$ cat src/design/sli_params.svh
// Constants of the status LED indicator: offsets, fields, timing
`ifndef SLI_PARAMS_SVH
`define SLI_PARAMS_SVH
// Register byte offsets
`define SLI_CTRL_OFS 12'h000
`define SLI_STAT_OFS 12'h004
`define SLI_INT_ST_OFS 12'h008
`define SLI_INT_MSK_OFS 12'h00c
// Control fields
`define SLI_CTRL_LOSSLESS 0
`define SLI_CTRL_RST 1'h0
// Interrupt event bits
`define SLI_EV_BLOCK 0
`define SLI_EV_DEVERR 1
`define SLI_EV_GWFAULT 2
`define SLI_EV_COMLOSS 3
`define SLI_EV_W 4
// Flash timing: half period in ms, clock in kHz
`define SLI_FLASH_HALF_MS 250
`define SLI_CLK_KHZ 250000
// Half periods a gateway start phase may last
`define SLI_STUCK_TICKS 8'h14
// Irregular flash pattern, one bit per half period
`define SLI_IRREG_PAT 8'h5b
`endif

$ cat src/design/sli_pkg.sv
// Types of the status LED indicator
package sli_pkg;
   // One indicator, three colours
   typedef struct packed {
      logic red;
      logic yel;
      logic grn;
   } sli_led_t;
   // All front-panel indicators
   typedef struct packed {
      sli_led_t proc;
      sli_led_t dev;
      sli_led_t eth;
      sli_led_t gwSys;
      sli_led_t gwCom;
   } sli_leds_t;
   // Process and device status flags
   typedef struct packed {
      logic initBusy;
      logic alarm;
      logic procStarted;
      logic resultOk;
      logic resultNok;
      logic nvmErr;
      logic calErr;
      logic scaleErr;
      logic cardErr;
      logic busErr;
      logic [1:0] transdErr;
      logic [1:0] adcOvfl;
      logic [1:0] grossOvfl;
   } sli_stat_t;
   // Ethernet and gateway status flags
   typedef struct packed {
      logic linkUp;
      logic link100;
      logic linkAct;
      logic gwPowerOk;
      logic fwRunning;
      logic bootCopy;
      logic noConfig;
      logic stackErr;
      logic configured;
      logic commUp;
      logic slaveLost;
      logic slaveDisc;
   } sli_link_t;
   // Gateway system indicator states
   typedef enum logic [4:0] {
      GW_OFF = 5'h01,
      GW_START = 5'h02,
      GW_BOOT = 5'h04,
      GW_RUN = 5'h08,
      GW_FAULT = 5'h10
   } sli_gw_state_t;
   // Whole module state
   typedef struct packed {
      sli_gw_state_t gw;
      logic [31:0] flashCnt;
      logic flashPh;
      logic [2:0] irrPh;
      logic [7:0] stuckCnt;
      logic lossless;
      logic [3:0] intSt;
      logic [3:0] intMask;
      logic blocked;
      logic [3:0] evPrev;
      logic [31:0] prdata;
      sli_leds_t leds;
   } sli_state_t;
endpackage

$ cat src/design/status_led_indicator.sv
// Front-panel status LED indicator with APB registers
//
// The placing of the registers and the APB interface to the registers were chosen for this implementation.
`timescale 1ns/1ps
`default_nettype none
`include "sli_params.svh"

module status_led_indicator
   import sli_pkg::*;
#(
   // Half flash period in cycles, shorten for simulation
   parameter int FLASH_HALF_CYC = `SLI_FLASH_HALF_MS * `SLI_CLK_KHZ
) (
   input wire logic clk,
   input wire logic srst,
   input wire logic psel,
   input wire logic penable,
   input wire logic pwrite,
   input wire logic [11:0] paddr,
   input wire logic [31:0] pwdata,
   output logic [31:0] prdata,
   output logic pready,
   output logic pslverr,
   input wire sli_stat_t stat,
   input wire sli_link_t link,
   input wire logic procDoneIn,
   input wire logic storeFail,
   input wire logic storeOk,
   output logic procFinished,
   output logic startAllow,
   output var sli_leds_t leds,
   output logic irq
);

   // Mapped register check, used by the error path only
   function automatic logic addrHit(input logic [11:0] a);
      addrHit = (a == `SLI_CTRL_OFS) || (a == `SLI_STAT_OFS) ||
         (a == `SLI_INT_ST_OFS) || (a == `SLI_INT_MSK_OFS);
   endfunction

   sli_state_t st_ff; // Registered state
   sli_state_t nxt_st; // Next state
   logic tick; // End of a flash half period
   logic steadyErr; // Device errors with steady red
   logic flashErr; // Channel errors with flashing red
   logic comLoss; // Any slave communication problem
   logic [`SLI_EV_W-1:0] evNow; // Event levels this cycle
   logic [`SLI_EV_W-1:0] evRise; // Event onsets
   logic wrAcc; // APB write access phase
   logic irrOn; // Irregular pattern bit

   // Zero wait states; unmapped addresses answer with an error
   assign pready = 1'b1;
   assign pslverr = psel && penable && !addrHit(paddr);
   assign prdata = st_ff.prdata;
   assign leds = st_ff.leds;
   // Level interrupt while an unmasked sticky bit is set
   assign irq = |(st_ff.intSt & st_ff.intMask);
   // Blocked backup withholds finish and start
   assign procFinished = procDoneIn && !st_ff.blocked;
   assign startAllow = !st_ff.blocked && !stat.initBusy;

   // Event condition decode
   always_comb begin
      tick = (st_ff.flashCnt == 32'(FLASH_HALF_CYC - 1));
      steadyErr = stat.nvmErr || stat.calErr || stat.scaleErr ||
         stat.cardErr || stat.busErr;
      flashErr = |(stat.transdErr | stat.adcOvfl | stat.grossOvfl);
      comLoss = link.slaveLost || link.slaveDisc;
      evNow = '0;
      evNow[`SLI_EV_BLOCK] = st_ff.blocked;
      evNow[`SLI_EV_DEVERR] = steadyErr || flashErr;
      evNow[`SLI_EV_GWFAULT] = (st_ff.gw == GW_FAULT);
      evNow[`SLI_EV_COMLOSS] = comLoss;
      evRise = evNow & ~st_ff.evPrev;
      wrAcc = psel && penable && pwrite;
      // Only the bit under the phase is wanted; the cast cuts the rest on purpose
      irrOn = 1'(`SLI_IRREG_PAT >> st_ff.irrPh);
   end

   // Next-state logic
   always_comb begin
      nxt_st = st_ff;
      // Free-running flash base; one toggle per half period
      if (tick) begin
         nxt_st.flashCnt = '0;
         nxt_st.flashPh = !st_ff.flashPh;
         nxt_st.irrPh = st_ff.irrPh + 3'h1;
      end else begin
         nxt_st.flashCnt = st_ff.flashCnt + 32'h1;
      end

      // Gateway system state
      nxt_st.stuckCnt = '0;
      unique case (st_ff.gw)
         GW_OFF: begin
            if (link.gwPowerOk) begin
               nxt_st.gw = GW_START;
            end
         end
         GW_START: begin
            // Yellow may stand only a bounded time
            nxt_st.stuckCnt = st_ff.stuckCnt + {7'h0, tick};
            if (!link.gwPowerOk) begin
               nxt_st.gw = GW_OFF;
            end else if (link.fwRunning) begin
               nxt_st.gw = GW_RUN;
            end else if (link.bootCopy) begin
               nxt_st.gw = GW_BOOT;
               nxt_st.stuckCnt = '0;
            end else if (tick && st_ff.stuckCnt == `SLI_STUCK_TICKS) begin
               nxt_st.gw = GW_FAULT;
            end
         end
         GW_BOOT: begin
            // Endless boot copy is also a fault
            nxt_st.stuckCnt = st_ff.stuckCnt + {7'h0, tick};
            if (!link.gwPowerOk) begin
               nxt_st.gw = GW_OFF;
            end else if (link.fwRunning) begin
               nxt_st.gw = GW_RUN;
            end else if (tick && st_ff.stuckCnt == `SLI_STUCK_TICKS) begin
               nxt_st.gw = GW_FAULT;
            end
         end
         GW_RUN: begin
            if (!link.gwPowerOk) begin
               nxt_st.gw = GW_OFF;
            end else if (!link.fwRunning) begin
               nxt_st.gw = GW_START;
            end
         end
         GW_FAULT: begin
            // Fault holds until the supply goes away
            if (!link.gwPowerOk) begin
               nxt_st.gw = GW_OFF;
            end
         end
         default: begin
            nxt_st.gw = GW_OFF;
         end
      endcase

      // Backup block: set by failure, freed by a later good store
      if (st_ff.lossless && storeFail) begin
         nxt_st.blocked = 1'b1;
      end else if (storeOk || !st_ff.lossless) begin
         nxt_st.blocked = 1'b0;
      end

      // Process indicator, highest priority first
      nxt_st.leds.proc = '0;
      if (stat.initBusy) begin
         nxt_st.leds.proc.red = 1'b1;
      end else if (stat.alarm) begin
         nxt_st.leds.proc.red = st_ff.flashPh;
      end else if (stat.resultNok) begin
         nxt_st.leds.proc.red = 1'b1;
      end else if (stat.resultOk) begin
         nxt_st.leds.proc.grn = 1'b1;
      end else if (stat.procStarted) begin
         nxt_st.leds.proc.yel = st_ff.flashPh;
      end

      // Device status indicator; steady errors outrank flashing ones
      nxt_st.leds.dev = '0;
      if (stat.initBusy) begin
         nxt_st.leds.dev.red = 1'b1;
      end else if (steadyErr) begin
         nxt_st.leds.dev.red = 1'b1;
      end else if (flashErr) begin
         nxt_st.leds.dev.red = st_ff.flashPh;
      end

      // Ethernet port: green marks the fast rate only
      nxt_st.leds.eth = '0;
      if (link.linkUp) begin
         nxt_st.leds.eth.grn = link.link100;
         // Yellow flickers with traffic, else steady
         nxt_st.leds.eth.yel = link.linkAct ? st_ff.flashPh : 1'b1;
      end

      // Gateway system indicator from its state
      nxt_st.leds.gwSys = '0;
      unique case (nxt_st.gw)
         GW_START: nxt_st.leds.gwSys.yel = 1'b1;
         GW_BOOT: begin
            nxt_st.leds.gwSys.yel = st_ff.flashPh;
            nxt_st.leds.gwSys.grn = !st_ff.flashPh;
         end
         GW_RUN: nxt_st.leds.gwSys.grn = 1'b1;
         GW_OFF, GW_FAULT: nxt_st.leds.gwSys = '0;
         default: nxt_st.leds.gwSys = '0;
      endcase

      // Gateway communication indicator, errors first
      nxt_st.leds.gwCom = '0;
      if (link.slaveDisc) begin
         nxt_st.leds.gwCom.red = 1'b1;
      end else if (link.slaveLost) begin
         nxt_st.leds.gwCom.red = st_ff.flashPh;
      end else if (link.noConfig || link.stackErr) begin
         nxt_st.leds.gwCom.grn = irrOn;
      end else if (link.commUp) begin
         nxt_st.leds.gwCom.grn = 1'b1;
      end else if (link.configured) begin
         nxt_st.leds.gwCom.grn = st_ff.flashPh;
      end

      // Register writes
      if (wrAcc && paddr == `SLI_CTRL_OFS) begin
         nxt_st.lossless = pwdata[`SLI_CTRL_LOSSLESS];
      end
      if (wrAcc && paddr == `SLI_INT_MSK_OFS) begin
         nxt_st.intMask = pwdata[`SLI_EV_W-1:0];
      end
      // Write one to clear; a new event in the same cycle wins
      if (wrAcc && paddr == `SLI_INT_ST_OFS) begin
         nxt_st.intSt = st_ff.intSt & ~pwdata[`SLI_EV_W-1:0];
      end
      nxt_st.intSt = nxt_st.intSt | evRise;
      nxt_st.evPrev = evNow;

      // Read data captured in the setup phase
      if (psel && !penable && !pwrite) begin
         nxt_st.prdata = '0;
         unique case (paddr)
            `SLI_CTRL_OFS: nxt_st.prdata[`SLI_CTRL_LOSSLESS] = st_ff.lossless;
            `SLI_STAT_OFS: nxt_st.prdata = {11'h0, st_ff.blocked,
               st_ff.gw, $bits(sli_leds_t)'(st_ff.leds)};
            `SLI_INT_ST_OFS: nxt_st.prdata[`SLI_EV_W-1:0] = st_ff.intSt;
            `SLI_INT_MSK_OFS: nxt_st.prdata[`SLI_EV_W-1:0] = st_ff.intMask;
            default: nxt_st.prdata = '0;
         endcase
      end
   end

   // State register; reset shows the power-up red pair
   always_ff @(posedge clk) begin
      if (srst) begin
         st_ff <= '0;
         st_ff.gw <= GW_OFF;
         st_ff.lossless <= `SLI_CTRL_RST;
         st_ff.leds.proc.red <= 1'b1;
         st_ff.leds.dev.red <= 1'b1;
      end else begin
         st_ff <= nxt_st;
      end
   end
endmodule
`default_nettype wire

$ cat config.mk
export PLATFORM = sky130hd
export DESIGN_NAME = status_led_indicator
export DESIGN_NICKNAME = d
export VERILOG_FILES = /design/src/design/sli_pkg.sv /design/src/design/status_led_indicator.sv
export VERILOG_INCLUDE_DIRS = /design/src /design/src/design
export SDC_FILE = /design/constraint.sdc
export NUM_CORES = 1
export LEC_CHECK = 0
export BUFFER_PORTS_ARGS = -buffer_cell sky130_fd_sc_hd__buf_2
export CORE_MARGIN = 5
export CORE_UTILIZATION = 50
export DETAILED_ROUTE_END_ITERATION = 12
export HOLD_SLACK_MARGIN = 0.08
export PLACE_DENSITY_LB_ADDON = 0.05
export SLEW_MARGIN = 20
export SYNTH_ARGS = -nofsm -noshare
export SYNTH_HDL_FRONTEND = slang
export SYNTH_SLANG_ARGS = --single-unit
$ cat constraint.sdc
create_clock -name clk -period 5.25 [get_ports clk]
set_input_delay 0.525 -clock clk [delete_from_list [all_inputs] [get_ports clk]]
set_output_delay 0.525 -clock clk [all_outputs]
set_load 0.03 [all_outputs]
==> results of run 1 <==
-- logic make-up after synthesis --
logic type	synth area share [%]
simple gates	28.1
flops	39.2
buf+inv	12.1
compound gates	7.93
xor+xnor	7.63
mux	2.97
fa+ha+maj	1.91
other cells	0.164
-- through the flow --
stage	utilization, %	hold slack (ps)	cells
floorplan	-	394	544
global placement	52.0	400	667
detailed placement	52.0	404	667
CTS	54.5	322	683
global route	54.5	310	683
finish	54.5	335	683
-- metal layers --
metal / track usage (%) / vias up / wire, um
met5: 0 / - / 0
met4: 5.55 / 0 / 104
met3: 4.10 / 11 / 485
met2: 28.1 / 73 / 4440
met1: 22.3 / 1664 / 4560
li1: - / 1826 / -
-- final timing paths --
path,from,slack (ps),cells past startpoint,endpoint
hold reg to reg,st_ff[50],410,1,st_ff[59]
hold / removal,stat[12],330,2,leds[13]
setup reg to reg,st_ff[100],2880,5,st_ff[92]
setup / recovery,st_ff[100],2880,5,st_ff[92]
-- flip-flops by register name, indices dropped and copies added, names as in the netlist --
| signal | count |
|---|---|
| st_ff | 62 |
| prdata | 17 |
| leds | 10 |
| evNow | 1 |
-- critical path, delay by kind of cell, from the launching register on --
kind | cells | cell delay, ps
AND/OR/NAND/NOR | 5 | 1850
flip-flops | 1 | 380
-- cell type report --
class / count / share of cell area (%)
multi-input cells: 366 / 46.5
inverters: 16 / 1.21
well taps: 111 / 2.80
flip-flops and latches: 90 / 36.3
clock buffers: 10 / 2.77
repair buffers: 84 / 8.57
clock inverters: 6 / 1.91
-- Yosys cell counts (all sizes together), types with 3 or more instances --
cell	count	share of area [%]
o21ai	5	0.54
buf	57	9.6
nand3b	4	0.65
xor2	26	5.0
dfxtp	90	39
nor3	15	1.6
and4bb	3	0.82
and4	9	1.8
ha	7	1.9
or2	4	0.54
nor2	92	7.8
nand4	19	2.7
nor3b	5	0.82
nand2b	3	0.41
a22oi	17	2.8
clkbuf	15	1.2
and3	8	1.1
a21oi	14	1.5
nor2b	7	0.95
nand2	19	1.6
mux2i	8	1.7
nor4	12	2.4
xnor2	14	2.7
inv	16	1.3
nand3	18	2.0
mux2	3	0.74
-- power by group through the flow --
stage | sequential, mW | clock (mW) | combinational (mW)
finish | 0.697 | 0.542 | 0.0960
CTS | 0.698 | 0.555 | 0.0965
global route | 0.699 | 0.590 | 0.106
floorplan | 0.710 | 0 | 0.0844
global placement | 0.713 | 0 | 0.0951
detailed placement | 0.714 | 0 | 0.0963
==> reports/metrics.cfg, run 1 <==
[timing]
setup_ws_ps = 2880
period_share_pct = 45.2
fin_setup_tns_ps = 0
hold_viol = 0
fin_worst_skew_ps = 13.5
relSlewSlack_pct = 49.2
rsz0062_at_grt = false
worst_slew_pin_slew_ps = 757
finalSetupViolations = 0
fmax_ghz = 0.421
period_needed_ps = 2370
drv_slew = 0

[logic_synthesis]
syn_inst = 525
avgSynthCellArea_um2 = 8.75
yosysUniqueCellTypes = 60
synth_edf_count = 0
ys_seq_area_share_pct = 39.2
ys.flop_type = dfxtp_1
yosysWarningCount = 0
synthArstFlopShare_pct = 0
ys_ff_latch = 90
synth_area_um2 = 4590

[placed_design]
dp_worst_setup_slack_ps = 2770
gp_congestion = 0.785
dp_hpwl_um = 6990
io_buffers = 82
placed_area_um2 = 4730

[cts]
cts_inserted_buffers = 9
htree_levels = 3
path_clk_slew_ps = 90
cts_resized = 0
clock_path_buffers = 2
clk_latency_ps = 360
cts_setup_buffers = 0
cts.sinks = 90
cts_tree = built
hold_buffers = 0
cts-root-buf = clkbuf_8

[critical_path]
cp-end-kind = flop
cp.arrival_ps = 2600
max_stage_delay_ps = 630
critPathMostFrequentCell = nor4_4
cp_slowest_cell = or2_2
crit_path_start_kind = flop
path_max_fanout = 32
crit_type = flop to flop
crit_chain = nor4_4 > nand4_1 > nor4_4 > or2_2 > nor2_1
required_ps = 5480

[finish]
num-fill-cells = 894
seqCellArea_um2 = 1800
num_antenna_cells = 0
most-common-layout-cells = 90 x dfxtp_1, 86 x nor2_1, 82 x buf_2
multi_input_area_um2 = 2310
syn_to_final_growth_pct = 8.12
drive_gt1_share_pct = 22.7
final_common_cell = dfxtp_1
fin_area_um2 = 4970
layout.nets = 654

[power]
pwr-share-clk_pct = 40.6
p_per_area_nw_per_um2 = 269
internal_power_mw = 1.01
netSwitchingFraction_pct = 24.5
ir_drop_v = 0.000110
seqPwrFrac_pct = 52.2
fin_total_pwr_mw = 1.34
p_leak_nw = 1.99
power_frac_comb_pct = 7.2
p_switching_mw = 0.327

[global_routing]
overflow = 0
antenna_found_initial = 0
grt_util_all_layers_pct = 17.2
grt_max_degree = 43
grt_pass1_wl_um = 15900
grt_pass1_vias = 3301

[route]
ant_nets = 0
vias = 3574
drc_errors = 0
drtPass1Iterations = 4
wl_um = 9590
drtIter0Drc = 142
wl_per_cell_um = 14.0
viasPerCell = 5.23

[die]
core_area_um2 = 9110
initial_core_util_pct = 50.4
die_height_um = 106
ios = 132
row_count = 35
die_w_um = 106
dieArea_um2 = 11200

[flow_run]
cap_violations = 0

[worst_hold_path]
hold_class = primary input to flop

[status]
outcome = complete, no violations

No activity file was read; power rests on OpenSTA's default activity.
==> run 2, diff against run 1 <==
ABC_AREA = 1   (was default)
CORE_UTILIZATION = 47   (was 50)
clock period = 2.05 ns   (was 5.25 ns; I/O delays follow)
==> run 2 against run 1 <==
  * Worst hold slack got worse by 240 ps
  * Worst setup slack lost 2700 ps
  * Combinational power rose to 2.8 times the previous value
  * Core utilization is 1.6 points higher
  * Register-to-register slack worse by 2700 ps
  * Sequential share of layout area decreased by 3.2 points
  * Maximum frequency is 24% higher
  * Via count up 17%
==> reports/metrics.cfg, run 2 <==
[critical_path]
path_max_fanout = 3  ; -91%
crit_type = flop to flop
r2r_start = st_ff[74]
cp.arrival_ps = 2160  ; -440 ps
crit_path_start_kind = flop
crit_chain = ha_4 > nand2_2 > nor2_4 > nand3_2 > nor2_4 > nand2_2 > inv_2 > ha_4 > ha_4 > nand3_1 > nand3b_1 > xor2_1 > nor2_1
cp-end-kind = flop
cp_slowest_cell = dfxtp_2
critPathMostFrequentCell = ha_4
worstSetupStartpoint = st_ff[74]
required_ps = 2300  ; -3180 ps
max_stage_delay_ps = 360  ; -270 ps

[finish]
drive_gt1_share_pct = 23.0  ; +0.29 points
num_antenna_cells = 0  ; unchanged
syn_to_final_growth_pct = 17.3
top_register = st_ff
largest_reg_flops = 62  ; unchanged
fin_area_um2 = 5460  ; +10%
layout.nets = 812  ; +24%
stdcell_count = 863  ; +26%
final_common_cell = nand2_1
most-common-layout-cells = 103 x nand2_1, 88 x dfxtp_1, 82 x nor2_1, 82 x buf_2, 67 x inv_1
num-fill-cells = 983  ; +10%

[placed_design]
dpl.cell_count = 836  ; +25%
dp_hpwl_um = 8170  ; +17%
placed_area_um2 = 5120  ; +8.1%
io_buffers = 82  ; unchanged
gp_congestion = 0.867  ; +10%
dp_worst_setup_slack_ps = -56.7  ; -2830 ps

[power]
p_leak_nw = 2.29  ; +15%
fin_total_pwr_mw = 3.33  ; +150%
p_per_area_nw_per_um2 = 610  ; +130%
ir_drop_v = 0.000430  ; +290%

[worst_hold_path]
hp-start = link[11]
hold_class = primary input to flop

[timing]
worst_slew_pin_slew_ps = 519  ; -238 ps
drv_slew = 0  ; unchanged
setup_ws_ps = 140  ; -2740 ps
fin_worst_skew_ps = 12.6  ; -0.919 ps
period_share_pct = 93.2  ; +48 points
relSlewSlack_pct = 65.1  ; +16 points
fmax_ghz = 0.524  ; +24%
hold_viol = 0  ; unchanged
finalSetupViolations = 0  ; unchanged
rsz0062_at_grt = true
period_needed_ps = 1910  ; -464 ps

[die]
row_count = 36  ; +2.9%
dieArea_um2 = 12000  ; +7.1%
die_height_um = 110  ; +3.5%
initial_core_util_pct = 47.8  ; -2.6 points
ios = 132  ; unchanged
core_area_um2 = 9730  ; +6.8%
die_w_um = 110  ; +3.5%

[global_routing]
use_met3_pct = 3.70  ; -0.40 points
overflow = 0  ; unchanged
met1_usage_pct = 21.3  ; -1.0 points
use_met2_pct = 31.3  ; +3.2 points
grt_util_all_layers_pct = 17.6  ; +0.44 points
grt_pass1_vias = 3934  ; +19%
grt_max_degree = 20  ; -53%
top_usage_layer = met2
antenna_found_initial = 0  ; unchanged
grt_pass1_wl_um = 17100  ; +7.3%

[logic_synthesis]
synth_area_um2 = 4650  ; +1.3%
yosysUniqueCellTypes = 44  ; -27%
yosysWarningCount = 0  ; unchanged
synth_edf_count = 0  ; unchanged
synth_most_common_cell = nand2_1
synthArstFlopShare_pct = 0  ; unchanged
synth_top_area_share_pct = 38.7  ; -0.52 points
ys.flop_type = dfxtp_1
synthTopCellsByCount = 104 x nand2_1, 90 x dfxtp_1, 83 x nor2_1, 69 x inv_1, 48 x buf_4
synth_top_area_cell = dfxtp_1
ys_seq_area_share_pct = 38.7  ; -0.52 points
syn_inst = 637  ; +21%
avgSynthCellArea_um2 = 7.31  ; -16%
netlist_top_cells_area = dfxtp_1 39%, nand2_1 8.4%, buf_4 7.7%
ys_ff_latch = 90  ; unchanged

[status]
outcome = complete, no violations

[route]
vias = 4166  ; +17%
wl_per_cell_um = 12.0  ; -15%
drc_errors = 0  ; unchanged
drtPass1Iterations = 4  ; unchanged
ant_nets = 0  ; unchanged
drtIter0Drc = 114  ; -20%
wl_um = 10300  ; +7.7%
viasPerCell = 4.83  ; -7.7%

[cts]
cts.sinks = 90  ; unchanged
clk_latency_ps = 360  ; about the same
htree_levels = 3  ; unchanged
cts_inserted_buffers = 9  ; unchanged
path_clk_slew_ps = 100  ; about the same
cts-root-buf = clkbuf_8
cts_tree = built
clock_path_buffers = 2  ; unchanged

[flow_run]
cap_violations = 0  ; unchanged

## run 2: cell count changes after synthesis, sizes merged, moves of 12 or more
| cell | delta |
|---|---|
| inv | +53 |
| a22oi | -17 |
| a21oi | +31 |
| xnor2 | -13 |
| nand2 | +93 |
| nand3 | +23 |
| xor2 | -15 |
| o21ai | +20 |
| nor3 | +12 |
## run 2: kinds of logic after synthesis
kind of cell	share of synthesized area [%]
fa+ha+maj	1.88
buf+inv	14.3
flops	38.7
other cells	0.161
compound gates	9.87
simple gates	32.8
xor+xnor	2.26
## run 2: per-layer routing
layer  share of wire, %  vias up  wire [um]
li1                   -     2192          -
met1                 45     1862       4640
met2                 47       99       4890
met3                6.3       13        654
met4                1.4        0        141
met5                  0        -          0
## run 2: cell type report
type                       instances  area, um^2  share of cell area [%]
timing repair buffer             116         701                    12.8
multi-input combinational        438        2320                    42.5
sequential                        90        1800                    33.0
clock inverter                     7        82.6                    1.51
tap                              133         166                    3.05
inverter                          70         263                    4.81
clock buffer                       9         124                    2.27
## run 2: per-stage QoR
step	hold slack, ps	setup TNS (ps)	util [%]
after floorplan	289	0	-
after global placement	389	0	52.6
after detailed placement	389	-86.0	52.6
after CTS	88.4	0	55.7
after global routing	97.4	-26.2	56.1
final	97.3	0	56.1
## run 2: report_power, final
part / internal (mW) / total, mW / leakage (nW) / switching, mW
registers: 1.77 / 1.78 / 0.729 / 0.0153
clock network: 0.585 / 1.28 / 0.0988 / 0.691
logic: 0.0928 / 0.271 / 1.46 / 0.179
## run 2: path summary, 6_finish.rpt
path / depth (start not counted) / slack, ps / endpoint
worst max-delay path: 13 / 140 / st_ff[67]
worst min register to register: 1 / 430 / st_ff[56]
worst max register to register: 13 / 140 / st_ff[67]
worst min-delay path: 3 / 100 / leds[7]
## run 2: what timing repair did
action / in CTS / in global routing
buffers inserted: 1 / 1
hold buffers: 9 / 0
hold endpoints to repair: 7 / 0
gates resized for setup: 0 / 8
pin swaps: 1 / 3
endpoints found under the setup margin: 2 / 2
## run 2: worst max-delay path, delay by kind of cell, from the launching register on
| family | cells | cell delay, ps |
|---|---|---|
| xor gates and xnor gates | 1 | 160 |
| adders and majority gates | 3 | 420 |
| buffers and inverters | 1 | 70 |
| DFF | 1 | 360 |
| and+or+nand+nor | 8 | 820 |
